## src/hw/mpfu_pkg.sv

```systemverilog
package mpfu_pkg;

	// ------------------------------------------------------------
	// Register byte addresses
	// ------------------------------------------------------------
	localparam logic [7:0] ADDR_OP = 8'h00;
	localparam logic [7:0] ADDR_OPA = 8'h04;
	localparam logic [7:0] ADDR_OPB = 8'h08;
	localparam logic [7:0] ADDR_OFFS = 8'h0C;
	localparam logic [7:0] ADDR_PTRZ = 8'h10;
	localparam logic [7:0] ADDR_PC = 8'h14;
	localparam logic [7:0] ADDR_FLAGS = 8'h18;
	localparam logic [7:0] ADDR_PROD = 8'h1C;
	localparam logic [7:0] ADDR_STAT = 8'h20;
	localparam logic [7:0] ADDR_DEPTH = 8'h24;

	// ------------------------------------------------------------
	// Field positions
	// ------------------------------------------------------------
	localparam int OP_BIT_LSB = 6;
	localparam int OP_LONG_BIT = 9;
	localparam int FLAG_C = 0;
	localparam int FLAG_Z = 1;
	localparam int FLAG_N = 2;
	localparam int FLAG_V = 3;
	localparam int FLAG_H = 5;
	localparam int FLAG_T = 6;
	localparam int FLAG_I = 7;
	localparam int STAT_BUSY = 0;
	localparam int STAT_TAKEN = 1;
	localparam int STAT_STACK_ERR = 2;
	localparam int STAT_CYC_LSB = 4;

	// ------------------------------------------------------------
	// Reset values
	// ------------------------------------------------------------
	localparam logic [15:0] PC_RST = 16'h0000;
	localparam logic [7:0] FLAGS_RST = 8'h00;
	localparam logic [9:0] OP_RST = 10'h000;

	// ------------------------------------------------------------
	// Cycle counts
	// ------------------------------------------------------------
	localparam logic [2:0] CYC_PROD = 3'h2;
	localparam logic [2:0] CYC_REL_JUMP = 3'h2;
	localparam logic [2:0] CYC_PTR_JUMP = 3'h2;
	localparam logic [2:0] CYC_ABS_JUMP = 3'h3;
	localparam logic [2:0] CYC_REL_CALL = 3'h3;
	localparam logic [2:0] CYC_PTR_CALL = 3'h3;
	localparam logic [2:0] CYC_ABS_CALL = 3'h4;
	localparam logic [2:0] CYC_RETURN = 3'h4;
	localparam logic [2:0] CYC_SKIP_NONE = 3'h1;
	localparam logic [2:0] CYC_SKIP_ONE = 3'h2;
	localparam logic [2:0] CYC_SKIP_TWO = 3'h3;
	localparam logic [2:0] CYC_CMP = 3'h1;
	localparam logic [2:0] CYC_BR_NOT = 3'h1;
	localparam logic [2:0] CYC_BR_TAKEN = 3'h2;

	typedef enum logic [5:0] {
		OP_UPROD = 6'h00, OP_SPROD = 6'h01, OP_MPROD = 6'h02,
		OP_FUPROD = 6'h03, OP_FSPROD = 6'h04, OP_FMPROD = 6'h05,
		OP_REL_JUMP = 6'h06, OP_PTR_JUMP = 6'h07, OP_ABS_JUMP = 6'h08,
		OP_REL_CALL = 6'h09, OP_PTR_CALL = 6'h0A, OP_ABS_CALL = 6'h0B,
		OP_SUB_EXIT = 6'h0C, OP_INT_EXIT = 6'h0D,
		OP_CMP_SKIP = 6'h0E, OP_CMP = 6'h0F, OP_CMP_CHAIN = 6'h10, OP_CMP_CONST = 6'h11,
		OP_SKIP_RCLR = 6'h12, OP_SKIP_RSET = 6'h13, OP_SKIP_IOCLR = 6'h14,
		OP_SKIP_IOSET = 6'h15,
		OP_BR_FSET = 6'h16, OP_BR_FCLR = 6'h17, OP_BR_EQ = 6'h18, OP_BR_NE = 6'h19,
		OP_BR_CS = 6'h1A, OP_BR_CC = 6'h1B, OP_BR_SH = 6'h1C, OP_BR_LO = 6'h1D,
		OP_BR_MI = 6'h1E, OP_BR_PL = 6'h1F, OP_BR_GE = 6'h20, OP_BR_LT = 6'h21,
		OP_BR_HS = 6'h22, OP_BR_HC = 6'h23, OP_BR_TS = 6'h24, OP_BR_TC = 6'h25,
		OP_BR_VS = 6'h26, OP_BR_VC = 6'h27
	} mpfu_op_t;

	typedef enum logic [1:0] {
		MPFU_IDLE = 2'b01,
		MPFU_EXEC = 2'b10
	} mpfu_state_t;

endpackage

```

## src/hw/mpfu_stack.sv

```systemverilog
`timescale 1ns/1ps
module mpfu_stack #(
	parameter int W = 16,
	parameter int DEPTH = 16
) (
	// Clock and reset
	input wire logic clk,
	input wire logic reset,
	// Push and pop
	input wire logic push,
	input wire logic pop,
	input wire logic [W-1:0] push_data,
	// State
	output logic [W-1:0] top_q,
	output logic [$clog2(DEPTH):0] depth_q,
	output logic full,
	output logic empty
);
	localparam int AW = $clog2(DEPTH);

	if (DEPTH < 2 || (1 << AW) != DEPTH)
	begin : g_bad_depth
		$error("Stack depth must be a power of two, at least 2");
	end

	logic [W-1:0] mem [DEPTH];
	wire [AW:0] depth_m1 = depth_q - 1'b1;

	assign full = depth_q[AW];
	assign empty = depth_q == '0;

	always_ff @(posedge clk)
	begin
		if (push && !full)
			mem[depth_q[AW-1:0]] <= push_data;
	end

	// Top word is registered; it settles one cycle after a push or pop
	always_ff @(posedge clk)
	begin
		if (reset)
		begin
			depth_q <= '0;
			top_q <= '0;
		end
		else
		begin
			top_q <= mem[depth_m1[AW-1:0]];
			if (push && !full)
				depth_q <= depth_q + 1'b1;
			else if (pop && !empty)
				depth_q <= depth_m1;
		end
	end
endmodule

```

## src/hw/mpfu_core.sv

```systemverilog
// The Wishbone register port and the placing of the registers were decided locally.
`timescale 1ns/1ps
module mpfu_core #(
	parameter int PC_W = 16,
	parameter int STACK_DEPTH = 16
) (
	// Clock and reset
	input wire logic clk,
	input wire logic reset,
	// Wishbone slave
	input wire logic wb_cyc_i,
	input wire logic wb_stb_i,
	input wire logic wb_we_i,
	input wire logic [7:0] wb_adr_i,
	input wire logic [3:0] wb_sel_i,
	input wire logic [31:0] wb_dat_i,
	output logic [31:0] wb_dat_o,
	output logic wb_ack_o,
	// I/O register under test
	output logic [5:0] io_addr,
	input wire logic [7:0] io_data,
	// Status
	output logic busy
);
	localparam int DW = $clog2(STACK_DEPTH) + 1;
	localparam logic [PC_W-1:0] PC_ONE = 1;
	localparam logic [PC_W-1:0] PC_TWO = 2;
	localparam logic [PC_W-1:0] PC_THREE = 3;

	if (PC_W < 8 || PC_W > 16)
	begin : g_bad_pc
		$error("PC_W must lie between 8 and 16");
	end

	// ------------------------------------------------------------
	// State
	// ------------------------------------------------------------
	mpfu_pkg::mpfu_state_t state_q;
	logic ack_q;
	logic [31:0] dat_q;
	logic [9:0] op_q;
	logic [7:0] opa_q, opb_q, flags_q;
	logic [15:0] offs_q, ptrz_q, prod_q;
	logic [PC_W-1:0] pc_q;
	logic [2:0] cnt_q, cyc_q;
	logic taken_q, stack_err_q;
	logic [PC_W-1:0] pc_n_q, push_val_q;
	logic [7:0] flags_n_q;
	logic [15:0] prod_n_q;
	logic prod_wr_q, push_q, pop_q, frac_q;
	logic [PC_W-1:0] top_q;
	logic [DW-1:0] depth_q;
	logic st_full, st_empty;

	// ------------------------------------------------------------
	// Bus decode
	// ------------------------------------------------------------
	wire idle = state_q == mpfu_pkg::MPFU_IDLE;
	wire bus_req = wb_cyc_i && wb_stb_i && !ack_q;
	wire bus_wr = bus_req && wb_we_i;
	wire [31:0] lane_mask = {{8{wb_sel_i[3]}}, {8{wb_sel_i[2]}},
		{8{wb_sel_i[1]}}, {8{wb_sel_i[0]}}};
	wire [31:0] stat_word = {25'h0, cyc_q, 1'b0, stack_err_q, taken_q, !idle};
	wire [31:0] rd_mux =
		wb_adr_i == mpfu_pkg::ADDR_OP ? {22'h0, op_q} :
		wb_adr_i == mpfu_pkg::ADDR_OPA ? {24'h0, opa_q} :
		wb_adr_i == mpfu_pkg::ADDR_OPB ? {24'h0, opb_q} :
		wb_adr_i == mpfu_pkg::ADDR_OFFS ? {16'h0, offs_q} :
		wb_adr_i == mpfu_pkg::ADDR_PTRZ ? {16'h0, ptrz_q} :
		wb_adr_i == mpfu_pkg::ADDR_PC ? 32'(pc_q) :
		wb_adr_i == mpfu_pkg::ADDR_FLAGS ? {24'h0, flags_q} :
		wb_adr_i == mpfu_pkg::ADDR_PROD ? {16'h0, prod_q} :
		wb_adr_i == mpfu_pkg::ADDR_STAT ? stat_word :
		wb_adr_i == mpfu_pkg::ADDR_DEPTH ? 32'(depth_q) : 32'h0000_0000;
	wire [31:0] wmerge = (rd_mux & ~lane_mask) | (wb_dat_i & lane_mask);
	wire wr_op = bus_wr && wb_adr_i == mpfu_pkg::ADDR_OP;
	wire wr_opa = bus_wr && wb_adr_i == mpfu_pkg::ADDR_OPA;
	wire wr_opb = bus_wr && wb_adr_i == mpfu_pkg::ADDR_OPB;
	wire wr_offs = bus_wr && wb_adr_i == mpfu_pkg::ADDR_OFFS;
	wire wr_ptrz = bus_wr && wb_adr_i == mpfu_pkg::ADDR_PTRZ;
	// PC and flags belong to the running operation while busy
	wire wr_pc = bus_wr && idle && wb_adr_i == mpfu_pkg::ADDR_PC;
	wire wr_flags = bus_wr && idle && wb_adr_i == mpfu_pkg::ADDR_FLAGS;
	wire clr_err = bus_wr && wb_adr_i == mpfu_pkg::ADDR_STAT && wmerge[mpfu_pkg::STAT_STACK_ERR];
	// Writing the opcode word while busy is dropped
	wire start = wr_op && idle;
	wire done = state_q == mpfu_pkg::MPFU_EXEC && cnt_q == 3'h1;

	// ------------------------------------------------------------
	// Operation decode
	// ------------------------------------------------------------
	wire [9:0] op_d = wmerge[9:0];
	wire [2:0] bsel = op_d[mpfu_pkg::OP_BIT_LSB +: 3];
	wire two_word = op_d[mpfu_pkg::OP_LONG_BIT];
	mpfu_pkg::mpfu_op_t cur_op;
	assign cur_op = mpfu_pkg::mpfu_op_t'(op_d[5:0]);

	wire [15:0] prod_uu = opa_q * opb_q;
	wire signed [15:0] prod_ss = $signed(opa_q) * $signed(opb_q);
	wire signed [16:0] prod_su = $signed(opa_q) * $signed({1'b0, opb_q});

	wire cmp_chain = cur_op == mpfu_pkg::OP_CMP_CHAIN;
	wire [8:0] diff = {1'b0, opa_q} - {1'b0, opb_q} - {8'h00, cmp_chain && flags_q[mpfu_pkg::FLAG_C]};
	wire [7:0] r = diff[7:0];
	wire cmp_z = r == 8'h00;
	wire cmp_v = (opa_q[7] && !opb_q[7] && !r[7]) || (!opa_q[7] && opb_q[7] && r[7]);
	wire cmp_h = (!opa_q[3] && opb_q[3]) || (opb_q[3] && r[3]) || (r[3] && !opa_q[3]);
	wire n_xor_v = flags_q[mpfu_pkg::FLAG_N] ^ flags_q[mpfu_pkg::FLAG_V];

	wire [PC_W-1:0] pc_seq = pc_q + PC_ONE;
	wire [PC_W-1:0] pc_rel = pc_q + offs_q[PC_W-1:0] + PC_ONE;
	wire [PC_W-1:0] pc_skip = two_word ? pc_q + PC_THREE : pc_q + PC_TWO;
	wire [2:0] cyc_skip = two_word ? mpfu_pkg::CYC_SKIP_TWO : mpfu_pkg::CYC_SKIP_ONE;

	logic [2:0] cyc_d;
	logic [PC_W-1:0] pc_d, push_val_d;
	logic [7:0] flags_d;
	logic [15:0] raw_d, prod_d;
	logic prod_wr_d, push_d, pop_d, frac_d, is_br, is_skip, cond;

	always_comb
	begin
		cyc_d = mpfu_pkg::CYC_CMP;
		pc_d = pc_seq;
		flags_d = flags_q;
		raw_d = prod_uu;
		prod_wr_d = 1'b0;
		frac_d = 1'b0;
		push_d = 1'b0;
		pop_d = 1'b0;
		push_val_d = pc_seq;
		is_br = 1'b0;
		is_skip = 1'b0;
		cond = 1'b0;
		unique case (cur_op)
			mpfu_pkg::OP_UPROD, mpfu_pkg::OP_FUPROD:
				raw_d = prod_uu;
			mpfu_pkg::OP_SPROD, mpfu_pkg::OP_FSPROD:
				raw_d = prod_ss;
			mpfu_pkg::OP_MPROD, mpfu_pkg::OP_FMPROD:
				raw_d = prod_su[15:0];
			mpfu_pkg::OP_REL_JUMP:
			begin
				cyc_d = mpfu_pkg::CYC_REL_JUMP;
				pc_d = pc_rel;
			end
			mpfu_pkg::OP_PTR_JUMP:
			begin
				cyc_d = mpfu_pkg::CYC_PTR_JUMP;
				pc_d = ptrz_q[PC_W-1:0];
			end
			mpfu_pkg::OP_ABS_JUMP:
			begin
				cyc_d = mpfu_pkg::CYC_ABS_JUMP;
				pc_d = offs_q[PC_W-1:0];
			end
			mpfu_pkg::OP_REL_CALL:
			begin
				cyc_d = mpfu_pkg::CYC_REL_CALL;
				pc_d = pc_rel;
				push_d = 1'b1;
			end
			mpfu_pkg::OP_PTR_CALL:
			begin
				cyc_d = mpfu_pkg::CYC_PTR_CALL;
				pc_d = ptrz_q[PC_W-1:0];
				push_d = 1'b1;
			end
			mpfu_pkg::OP_ABS_CALL:
			begin
				cyc_d = mpfu_pkg::CYC_ABS_CALL;
				pc_d = offs_q[PC_W-1:0];
				push_d = 1'b1;
				// Two-word call resumes past its address word
				push_val_d = pc_q + PC_TWO;
			end
			mpfu_pkg::OP_SUB_EXIT, mpfu_pkg::OP_INT_EXIT:
			begin
				cyc_d = mpfu_pkg::CYC_RETURN;
				pc_d = top_q;
				pop_d = 1'b1;
				if (cur_op == mpfu_pkg::OP_INT_EXIT)
					flags_d[mpfu_pkg::FLAG_I] = 1'b1;
			end
			mpfu_pkg::OP_CMP_SKIP:
			begin
				is_skip = 1'b1;
				cond = opa_q == opb_q;
			end
			mpfu_pkg::OP_CMP, mpfu_pkg::OP_CMP_CHAIN, mpfu_pkg::OP_CMP_CONST:
			begin
				flags_d[mpfu_pkg::FLAG_Z] = cmp_chain ? cmp_z && flags_q[mpfu_pkg::FLAG_Z] : cmp_z;
				flags_d[mpfu_pkg::FLAG_N] = r[7];
				flags_d[mpfu_pkg::FLAG_V] = cmp_v;
				flags_d[mpfu_pkg::FLAG_C] = diff[8];
				flags_d[mpfu_pkg::FLAG_H] = cmp_h;
			end
			mpfu_pkg::OP_SKIP_RCLR, mpfu_pkg::OP_SKIP_RSET:
			begin
				is_skip = 1'b1;
				cond = opa_q[bsel] == (cur_op == mpfu_pkg::OP_SKIP_RSET);
			end
			mpfu_pkg::OP_SKIP_IOCLR, mpfu_pkg::OP_SKIP_IOSET:
			begin
				is_skip = 1'b1;
				cond = io_data[bsel] == (cur_op == mpfu_pkg::OP_SKIP_IOSET);
			end
			mpfu_pkg::OP_BR_FSET, mpfu_pkg::OP_BR_FCLR:
			begin
				is_br = 1'b1;
				cond = flags_q[bsel] == (cur_op == mpfu_pkg::OP_BR_FSET);
			end
			mpfu_pkg::OP_BR_EQ, mpfu_pkg::OP_BR_NE:
			begin
				is_br = 1'b1;
				cond = flags_q[mpfu_pkg::FLAG_Z] == (cur_op == mpfu_pkg::OP_BR_EQ);
			end
			mpfu_pkg::OP_BR_CS, mpfu_pkg::OP_BR_LO:
			begin
				is_br = 1'b1;
				cond = flags_q[mpfu_pkg::FLAG_C];
			end
			mpfu_pkg::OP_BR_CC, mpfu_pkg::OP_BR_SH:
			begin
				is_br = 1'b1;
				cond = !flags_q[mpfu_pkg::FLAG_C];
			end
			mpfu_pkg::OP_BR_MI, mpfu_pkg::OP_BR_PL:
			begin
				is_br = 1'b1;
				cond = flags_q[mpfu_pkg::FLAG_N] == (cur_op == mpfu_pkg::OP_BR_MI);
			end
			mpfu_pkg::OP_BR_GE, mpfu_pkg::OP_BR_LT:
			begin
				is_br = 1'b1;
				cond = n_xor_v == (cur_op == mpfu_pkg::OP_BR_LT);
			end
			mpfu_pkg::OP_BR_HS, mpfu_pkg::OP_BR_HC:
			begin
				is_br = 1'b1;
				cond = flags_q[mpfu_pkg::FLAG_H] == (cur_op == mpfu_pkg::OP_BR_HS);
			end
			mpfu_pkg::OP_BR_TS, mpfu_pkg::OP_BR_TC:
			begin
				is_br = 1'b1;
				cond = flags_q[mpfu_pkg::FLAG_T] == (cur_op == mpfu_pkg::OP_BR_TS);
			end
			mpfu_pkg::OP_BR_VS, mpfu_pkg::OP_BR_VC:
			begin
				is_br = 1'b1;
				cond = flags_q[mpfu_pkg::FLAG_V] == (cur_op == mpfu_pkg::OP_BR_VS);
			end
			// Unknown codes only step the program counter
			default:
				cyc_d = mpfu_pkg::CYC_CMP;
		endcase
		if (cur_op <= mpfu_pkg::OP_FMPROD)
		begin
			cyc_d = mpfu_pkg::CYC_PROD;
			prod_wr_d = 1'b1;
			frac_d = cur_op >= mpfu_pkg::OP_FUPROD;
		end
		prod_d = frac_d ? {raw_d[14:0], 1'b0} : raw_d;
		if (prod_wr_d)
		begin
			flags_d[mpfu_pkg::FLAG_C] = raw_d[15];
			flags_d[mpfu_pkg::FLAG_Z] = prod_d == 16'h0000;
		end
		if (is_skip)
		begin
			cyc_d = cond ? cyc_skip : mpfu_pkg::CYC_SKIP_NONE;
			pc_d = cond ? pc_skip : pc_seq;
		end
		if (is_br)
		begin
			cyc_d = cond ? mpfu_pkg::CYC_BR_TAKEN : mpfu_pkg::CYC_BR_NOT;
			pc_d = cond ? pc_rel : pc_seq;
		end
	end

	// ------------------------------------------------------------
	// Bus and sequencing registers
	// ------------------------------------------------------------
	always_ff @(posedge clk)
	begin
		if (reset)
		begin
			ack_q <= 1'b0;
			dat_q <= 32'h0000_0000;
		end
		else
		begin
			ack_q <= bus_req;
			dat_q <= bus_req ? rd_mux : dat_q;
		end
	end

	always_ff @(posedge clk)
	begin
		if (reset)
		begin
			state_q <= mpfu_pkg::MPFU_IDLE;
			cnt_q <= 3'h0;
		end
		else
		begin
			unique case (state_q)
				mpfu_pkg::MPFU_IDLE:
					if (start)
						state_q <= mpfu_pkg::MPFU_EXEC;
				mpfu_pkg::MPFU_EXEC:
					if (done)
						state_q <= mpfu_pkg::MPFU_IDLE;
			endcase
			cnt_q <= start ? cyc_d : (cnt_q != 3'h0 ? cnt_q - 3'h1 : cnt_q);
		end
	end

	// Results are fixed at the start so operand writes during execution are harmless
	always_ff @(posedge clk)
	begin
		if (start)
		begin
			pc_n_q <= pc_d;
			flags_n_q <= flags_d;
			prod_n_q <= prod_d;
			push_val_q <= push_val_d;
		end
		if (reset)
		begin
			prod_wr_q <= 1'b0;
			push_q <= 1'b0;
			pop_q <= 1'b0;
			frac_q <= 1'b0;
			cyc_q <= 3'h0;
			taken_q <= 1'b0;
		end
		else if (start)
		begin
			cyc_q <= cyc_d;
			taken_q <= (is_br || is_skip) && cond;
			prod_wr_q <= prod_wr_d;
			push_q <= push_d;
			pop_q <= pop_d;
			frac_q <= frac_d;
		end
	end

	always_ff @(posedge clk)
	begin
		if (reset)
		begin
			op_q <= mpfu_pkg::OP_RST;
			opa_q <= 8'h00;
			opb_q <= 8'h00;
			offs_q <= 16'h0000;
			ptrz_q <= 16'h0000;
			pc_q <= mpfu_pkg::PC_RST[PC_W-1:0];
			flags_q <= mpfu_pkg::FLAGS_RST;
			prod_q <= 16'h0000;
			stack_err_q <= 1'b0;
		end
		else
		begin
			op_q <= start ? op_d : op_q;
			opa_q <= wr_opa ? wmerge[7:0] : opa_q;
			opb_q <= wr_opb ? wmerge[7:0] : opb_q;
			offs_q <= wr_offs ? wmerge[15:0] : offs_q;
			ptrz_q <= wr_ptrz ? wmerge[15:0] : ptrz_q;
			pc_q <= done ? pc_n_q : (wr_pc ? wmerge[PC_W-1:0] : pc_q);
			flags_q <= done ? flags_n_q : (wr_flags ? wmerge[7:0] : flags_q);
			prod_q <= done && prod_wr_q ? prod_n_q : prod_q;
			// A stack fault in the clearing cycle still sticks
			stack_err_q <= (done && ((push_q && st_full) || (pop_q && st_empty)))
				|| (stack_err_q && !clr_err);
		end
	end

	mpfu_stack #(
		.W(PC_W),
		.DEPTH(STACK_DEPTH)
	) u_stack (
		.clk(clk),
		.reset(reset),
		.push(done && push_q),
		.pop(done && pop_q),
		.push_data(push_val_q),
		.top_q(top_q),
		.depth_q(depth_q),
		.full(st_full),
		.empty(st_empty)
	);

	assign wb_ack_o = ack_q;
	assign wb_dat_o = dat_q;
	assign io_addr = opb_q[5:0];
	assign busy = !idle;
endmodule

```

## config.mk

```make
export PLATFORM = sky130hd
export DESIGN_NAME = mpfu_core
export DESIGN_NICKNAME = d
export VERILOG_FILES = /design/src/hw/mpfu_pkg.sv /design/src/hw/mpfu_stack.sv /design/src/hw/mpfu_core.sv
export SDC_FILE = /design/constraint.sdc
export NUM_CORES = 1
export LEC_CHECK = 0
export BUFFER_PORTS_ARGS = -buffer_cell sky130_fd_sc_hd__buf_2
export CORE_MARGIN = 5
export CORE_UTILIZATION = 35
export CTS_BUF_LIST = sky130_fd_sc_hd__clkbuf_2 sky130_fd_sc_hd__clkbuf_4 sky130_fd_sc_hd__clkbuf_8
export CTS_CLUSTER_SIZE = 8
export DETAILED_ROUTE_END_ITERATION = 16
export PLACE_DENSITY = 0.57
export SLEW_MARGIN = 20
export SYNTH_ARGS = -nofsm -noshare
export SYNTH_HDL_FRONTEND = slang
export SYNTH_HIERARCHICAL = 1
export SYNTH_SLANG_ARGS = --single-unit
export TNS_END_PERCENT = 100
```

## constraint.sdc

```tcl
create_clock -name clk -period 6.4 [get_ports clk]
set_input_delay 0.96 -clock clk [delete_from_list [all_inputs] [get_ports clk]]
set_output_delay 0.96 -clock clk [all_outputs]
set_load 0.005 [all_outputs]
```

==> impl_metrics.py, run 1 <==
metrics = {
    "run_status": {
        "status": "finished, final reports clean",
    },
    "clocking": {
        "cts_buffer_depth": 3,
        "cts_made_buffers": 77,
        "clock-root-buffer": "clkbuf_8",
        "clk_latency_ns": 0.68,
        "cts_sinks": 461,
        "cts_tree": "built",
        "cts.clk_slew.worst_paths_ns": 0.06,
        "htreeDepth": 3,
    },
    "synth": {
        "synth.area.top_cells": "edfxtp_1 33%, dfxtp_1 10%, fa_1 8.6%, ha_1 6.2%, mux4_2 5.5%",
        "synth.most_common_cell": "edfxtp_1",
        "yosysTopAreaCell": "edfxtp_1",
        "synth-seq-cells": 461,
        "yosysSeqAreaShare_pct": 43.06,
        "synth_common_cells": "312 x edfxtp_1, 239 x nand2_1, 226 x nor2_1",
        "synthDistinctLibCells": 104,
        "synthFlopType": "edfxtp_1",
        "netlist_instances": 2618,
        "ys_warn_count": 6,
        "netlist.area_leader.share_pct": 32.66,
        "syn_avg_cell_area_um2": 10.96,
        "synth_edf_count": 312,
        "syn-cell-area_um2": 28680,
        "async_flop_share_pct": 0,
    },
    "route": {
        "ant_nets": 0,
        "firstDrtPassIters": 8,
        "wirelength_um": 87660,
        "num_vias": 21170,
        "wl_per_cell_um": 22.78,
        "drt_iter0_markers": 1949,
        "drc": 0,
        "viasPerCell": 5.501,
    },
    "min_path": {
        "holdPathEnd": "wb_dat_o[7]",
        "hold_start": "wb_dat_o[7]",
        "min_path_cells": 2,
        "hold_class": "flop to flop",
    },
    "setup_path": {
        "r2r-end": "flags_n_q[1]",
        "critPathRequiredTime_ns": 6.88,
        "crit_type": "flop to flop",
        "start_kind": "flop",
        "worst-r2r-cell-count": 21,
        "reg2reg_slack_ns": 0.29,
        "crit_path_cell_trace": "and2_1 > fa_1 > inv_1 > fa_1 > inv_1 > fa_1 > inv_1 > fa_1 > inv_1 > ha_1 > a21oi_1 > nor2_1 > o31a_1 > o31ai_1 > xnor2_1 > a32oi_1 > nor2_1 > a21oi_1 > a21oi_1 > or4_1 > o41ai_2",
        "path_buf_inv": 4,
        "slowest_delay_ns": 0.73,
        "r2r_start": "opa_q[1]",
        "slowest_stage": "dfxtp_1",
        "worstPathArrival_ns": 6.60,
        "crit_path_max_fanout": 9,
        "cp_top_family": "adder cells",
        "end_kind": "flop",
    },
    "job": {
        "cap_viol_max_count": 0,
    },
    "pwr": {
        "power.density_nw_per_um2": 197.6,
        "p_leak_nw": 12.83,
        "power.switching_mw": 1.516,
        "p_seq_share_pct": 49.9,
        "p_total_mw": 6.357,
        "switching_share_pct": 23.86,
        "ir_drop_uv": 157.0,
        "p_int_mw": 4.840,
        "pwr-share-clk_pct": 43.9,
        "power_frac_comb_pct": 6.2,
    },
    "placed_design": {
        "dp_hpwl_um": 62990,
        "place_worst_setup_slack_ns": 0.1815,
        "io_buffers": 62,
        "gp_congestion": 0.9448,
    },
    "sta": {
        "fin_skew_ns": 0.02847,
        "grt_setup_unrepaired": "false",
        "period_needed_ns": 6.113,
        "max_slew_margin_pct": 33.54,
        "finalHoldViolCount": 0,
        "setup_tns_ns": 0,
        "fmax_ghz": 0.1636,
        "hold_slack_ns": 0.4530,
        "worst_pin_slew_ns": 0.9892,
        "setup_viol_count_final": 0,
        "drv_slew": 0,
        "fin_crit_sh_pct": 95.52,
        "setup_slack_ns": 0.2866,
    },
    "floorplan": {
        "core_um2": 81720,
        "start_util_pct": 35.10,
        "fp.dieW_um": 296.3,
        "dieHeight_um": 296.3,
        "fp.dieArea_um2": 87780,
        "rows": 105,
        "pin_count": 97,
    },
    "global_routing": {
        "grt_first_pass_wirelength_um": 133400,
        "grt_use_total_pct": 19.79,
        "antenna_found_initial": 2,
        "grt_pass1_vias": 21760,
        "grt_max_degree": 86,
        "overflow": 0,
    },
    "cells_and_area": {
        "area_delta_synth_final_pct": 12.18,
        "drive_gt1_share_pct": 16.89,
        "finish.net_count": 3036,
    },
}
[worst register-to-register path, cell delays in order (launching register included)]
cell and delay, ns:
dfxtp_1 0.73, and2_1 0.27, fa_1 0.17, inv_1 0.07
fa_1 0.47, inv_1 0.05, fa_1 0.53, inv_1 0.05
fa_1 0.53, inv_1 0.04, ha_1 0.32, a21oi_1 0.28
nor2_1 0.10, o31a_1 0.28, o31ai_1 0.46, xnor2_1 0.15
a32oi_1 0.18, nor2_1 0.06, a21oi_1 0.22, a21oi_1 0.14
or4_1 0.58, o41ai_2 0.24
[power groups by stage]
stage	clock network, mW	logic [mW]	registers [mW]
6_report	2.79	0.395	3.17
5_1_grt	3.00	0.425	3.17
4_1_cts	2.86	0.389	3.17
3_5_place_dp	0	0.387	3.24
3_3_place_gp	0	0.378	3.23
2_1_floorplan	0	0.251	3.23
[final cells by class]
cell class,instances,area (µm²)
multi-input combinational,1786,14810
inverter,207,778.2
clock inverter,19,203.9
fill,7817,49540
sequential,461,12360
timing repair buffer,181,1231
antenna,1,2.502
tap,1070,1339
clock buffer,123,1449
[kinds of logic (layout without fill, tap and decap cells)]
kind of cell | count (synthesis) | after routing | synth area share (%)
mux | 160 | 160 | 8.772
compound gates | 506 | 506 | 12.10
xor+xnor | 99 | 99 | 3.049
fa+ha+maj | 265 | 265 | 14.78
buf+inv | 386 | 530 | 5.941
flops | 461 | 461 | 43.06
other cells | 1 | 17 | 0.01307
simple gates | 740 | 740 | 12.28
[routing by layer]
layer  routed length [µm]  global-route usage (%)
met5                    7                       0
met4                 3004                   6.921
met3                 5865                   3.011
met2                40910                   32.26
met1                37880                   27.10
[per-stage QoR]
stage | util [%] | std cells | cell area, µm²
floorplan | - | 2633 | 28740
global placement | 37.33 | 3705 | 30500
detailed placement | 37.33 | 3705 | 30510
CTS | 39.36 | 3847 | 32160
global route | 39.37 | 3847 | 32170
finish | 39.38 | 3848 | 32180
[how the worst max path moves through the flow]
| stage | start | to | slack (ns) | cells past startpoint |
|---|---|---|---|---|
| global placement | opa_q[5] | flags_n_q[1] | 0.29 | 22 |
| detailed placement | opa_q[5] | flags_n_q[1] | 0.18 | 22 |
| floorplan | wb_adr_i[2] | flags_n_q[1] | 0.62 | 25 |
| global route | opb_q[1] | flags_n_q[1] | 0.05 | 22 |
| CTS | opa_q[5] | flags_n_q[1] | 0.1 | 22 |
| finish | opa_q[1] | flags_n_q[1] | 0.29 | 21 |
[flip-flops by register name (all words and copies together), names as in the netlist, 2 cells and up]
name and cells:
cnt_q 3, cyc_q 3, flags_n_q 8, flags_q 8, offs_q 16, op_q 10, opa_q 8, opb_q 8
pc_n_q 16, pc_q 16, prod_n_q 16, prod_q 16, ptrz_q 16, push_val_q 16, state_q 2, u_stack/depth_q 5
u_stack/mem 256, u_stack/top_q 16, wb_dat_o 16
[layout by cell type (no fill, tap or decap), types with 41 or more instances in the layout]
cell type | Yosys | final
edfxtp_1 | 312 | 312
nand2_1 | 239 | 239
nor2_1 | 226 | 213
inv_1 | 206 | 205
a21oi_1 | 146 | 146
dfxtp_1 | 149 | 143
ha_1 | 142 | 141
fa_1 | 123 | 123
buf_4 | 29 | 118
clkbuf_8 | 0 | 84
mux2i_1 | 73 | 72
mux4_2 | 70 | 70
xnor2_1 | 68 | 68
buf_2 | 20 | 61
o21ai_0 | 60 | 59
and2_1 | 42 | 42
nand3_1 | 41 | 41
[repair_timing]
item                                    in CTS  in global routing
resized for setup                            0                  6
setup buffers                                0                  0
hold buffers                                 0                  0
endpoints found under the setup margin       0                  2
No activity file was read; power rests on OpenSTA's default activity.
==> run 2, diff against run 1 <==
--- a/config.mk
+++ b/config.mk
@@ -11,8 +11,8 @@
 export CTS_BUF_LIST = sky130_fd_sc_hd__clkbuf_2 sky130_fd_sc_hd__clkbuf_4 sky130_fd_sc_hd__clkbuf_8
 export CTS_CLUSTER_SIZE = 8
 export DETAILED_ROUTE_END_ITERATION = 16
-export PLACE_DENSITY = 0.57
-export SLEW_MARGIN = 20
+export PLACE_DENSITY = 0.59
+export SLEW_MARGIN = 30
 export SYNTH_ARGS = -nofsm -noshare
 export SYNTH_HDL_FRONTEND = slang
 export SYNTH_HIERARCHICAL = 1
==> constraint.sdc (replaced) <==
create_clock -name clk -period 5.47 [get_ports clk]
set_input_delay 0.8205 -clock clk [delete_from_list [all_inputs] [get_ports clk]]
set_output_delay 0.8205 -clock clk [all_outputs]
set_load 0.005 [all_outputs]
==> impl_metrics.py, run 2 (synthesis gave the netlist of run 1 again) <==
metrics = {
    "clocking": {
        "clock-root-buffer": "clkbuf_8",
        "cts.clk_slew.worst_paths_ns": 0.07,
        "clk_latency_ns": 0.67,
        "cts_sinks": 461,
        "cts_made_buffers": 79,
        "htreeDepth": 3,
        "cts_tree": "built",
        "cts_buffer_depth": 3,
        "postCtsHoldBufs": 0,
    },
    "sta": {
        "drv_slew": 0,
        "grt_setup_unrepaired": "true",
        "hold_slack_ns": 0.4519,
        "worst_pin_slew_ns": 1.067,
        "setup_viol_count_final": 0,
        "fin_skew_ns": 0.03413,
        "max_slew_margin_pct": 28.49,
        "fmax_ghz": 0.1848,
        "finalHoldViolCount": 0,
        "fin_crit_sh_pct": 98.90,
        "period_needed_ns": 5.410,
    },
    "floorplan": {
        "core_um2": 81720,
        "fp.dieW_um": 296.3,
        "dieHeight_um": 296.3,
        "start_util_pct": 35.10,
        "pin_count": 97,
        "fp.dieArea_um2": 87780,
        "rows": 105,
    },
    "setup_path": {
        "r2r-end": "flags_n_q[1]",
        "end_kind": "flop",
        "start_kind": "flop",
        "worstPathArrival_ns": 5.90,
        "crit_path_max_fanout": 7,
        "crit_type": "flop to flop",
        "worst-r2r-cell-count": 20,
        "critPathRequiredTime_ns": 5.96,
        "r2r_start": "opb_q[2]",
        "reg2reg_slack_ns": 0.06,
    },
    "job": {
        "cap_viol_max_count": 0,
    },
    "pwr": {
        "power_frac_comb_pct": 6.8,
        "pwr-share-clk_pct": 44.7,
        "p_seq_share_pct": 48.5,
        "p_total_mw": 7.639,
        "p_int_mw": 5.830,
        "p_leak_nw": 14.11,
        "power.switching_mw": 1.808,
        "ir_drop_uv": 139.0,
        "switching_share_pct": 23.67,
        "power.density_nw_per_um2": 219.9,
    },
    "route": {
        "drt_iter0_markers": 2199,
        "drc": 0,
        "num_vias": 21670,
        "viasPerCell": 5.310,
        "firstDrtPassIters": 6,
        "wirelength_um": 87190,
        "ant_nets": 0,
        "wl_per_cell_um": 21.36,
    },
    "placed_design": {
        "gp_congestion": 0.9665,
        "dp_hpwl_um": 63930,
        "io_buffers": 62,
        "dp_cells": 3927,
    },
    "global_routing": {
        "top_usage_layer": "met2",
        "grt_use_total_pct": 19.52,
        "antenna_found_initial": 10,
        "met2_usage_pct": 30.48,
        "overflow": 0,
        "grt_pass1_vias": 21240,
        "grt_first_pass_wirelength_um": 131200,
        "met1_usage_pct": 27.83,
        "grt_max_degree": 83,
        "grt_use_met3_pct": 3.662,
    },
    "cells_and_area": {
        "largest_reg_flops": 256,
        "stdcell_count": 4081,
        "finish.net_count": 3270,
        "final_common_cell": "buf_4",
        "final_util_pct": 42.50,
        "area_delta_synth_final_pct": 21.08,
        "layout_common_cells": "329 x buf_4, 312 x edfxtp_1, 226 x nand2_1",
        "drive_gt1_share_pct": 26.86,
    },
    "run_status": {
        "status": "finished, final reports clean",
    },
    "min_path": {
        "min_path_cells": 2,
        "hold_start": "wb_dat_o[7]",
        "hold_class": "flop to flop",
        "holdPathEnd": "wb_dat_o[7]",
    },
}
==> run 2: cell count changes in the layout (fill, tap and decap cells not counted), moves of 11 or more <==
cell      change
ha_1         -17
fa_1         -12
ha_4         +14
clkbuf_4     -12
o21ai_0      -11
nand2_2      +12
nand2_1      -13
buf_12       +13
fa_2         +12
buf_4       +211
==> run 2: repair_timing <==
item                                    CTS  global route
buffers inserted                          3             7
endpoints found under the setup margin    4             5
pin swaps                                13            75
resized for setup                        34           118
hold endpoints to repair                  0             0
==> run 2: power groups by stage <==
stage | Sequential, mW | Clock [mW] | Combinational, mW
after floorplan | 3.78 | 0 | 0.295
after global placement | 3.78 | 0 | 0.496
after detailed placement | 3.78 | 0 | 0.497
after CTS | 3.71 | 3.48 | 0.504
after global routing | 3.71 | 3.65 | 0.550
final | 3.71 | 3.41 | 0.517
==> run 2: critical path, cell delays in order, from the launching register on <==
cell and delay [ns]:
dfxtp_4 0.37, buf_6 0.15, and2_4 0.15, buf_4 0.14, fa_1 0.54, inv_1 0.06
fa_1 0.47, inv_1 0.05, fa_2 0.53, fa_2 0.46, ha_4 0.28, o21a_1 0.11
o31a_1 0.20, buf_4 0.14, a21oi_1 0.04, a22o_1 0.24, nand2_1 0.09, a21oi_2 0.07
a211o_1 0.23, or4_4 0.56, o41ai_4 0.32
==> run 2: final cells by class <==
cell class	count	area (µm²)
Antenna cell	3	7.507
Clock buffer	116	1428
Clock inverter	25	304.0
Fill cell	7758	46990
Inverter	207	780.7
Multi-Input combinational cell	1786	15310
Sequential cell	461	12400
Tap cell	1070	1339
Timing Repair Buffer	413	3166
==> run 2: stage by stage <==
stage               cell area (µm²)  setup TNS (ns)  setup slack, ns
global placement              32340         -0.3655          -0.2299
detailed placement            32370         -0.6547          -0.2891
floorplan                     28760               0          0.03291
CTS                           34240               0       0.00009370
global route                  34720         -0.1403          -0.1294
finish                        34730               0          0.06013
==> run 2: how the worst max path moves through the flow <==
stage                startpoint            to  slack [ns]  cells past startpoint
finish                 opb_q[2]  flags_n_q[1]        0.06                     20
global route           opb_q[3]  flags_n_q[1]       -0.13                     22
floorplan           wb_adr_i[2]  flags_n_q[1]        0.03                     25
detailed placement     opa_q[3]  flags_n_q[1]       -0.29                     26
CTS                    opb_q[1]  flags_n_q[1]     0.00009                     22
global placement       opb_q[1]  flags_n_q[1]       -0.23                     24
==> run 2: routing by layer <==
metal / vias up / share of wire (%)
met3: 121 / 6.9
met2: 774 / 45
li1: 10110 / -
met4: 2 / 2.8
met5: - / 0.015
met1: 10660 / 45
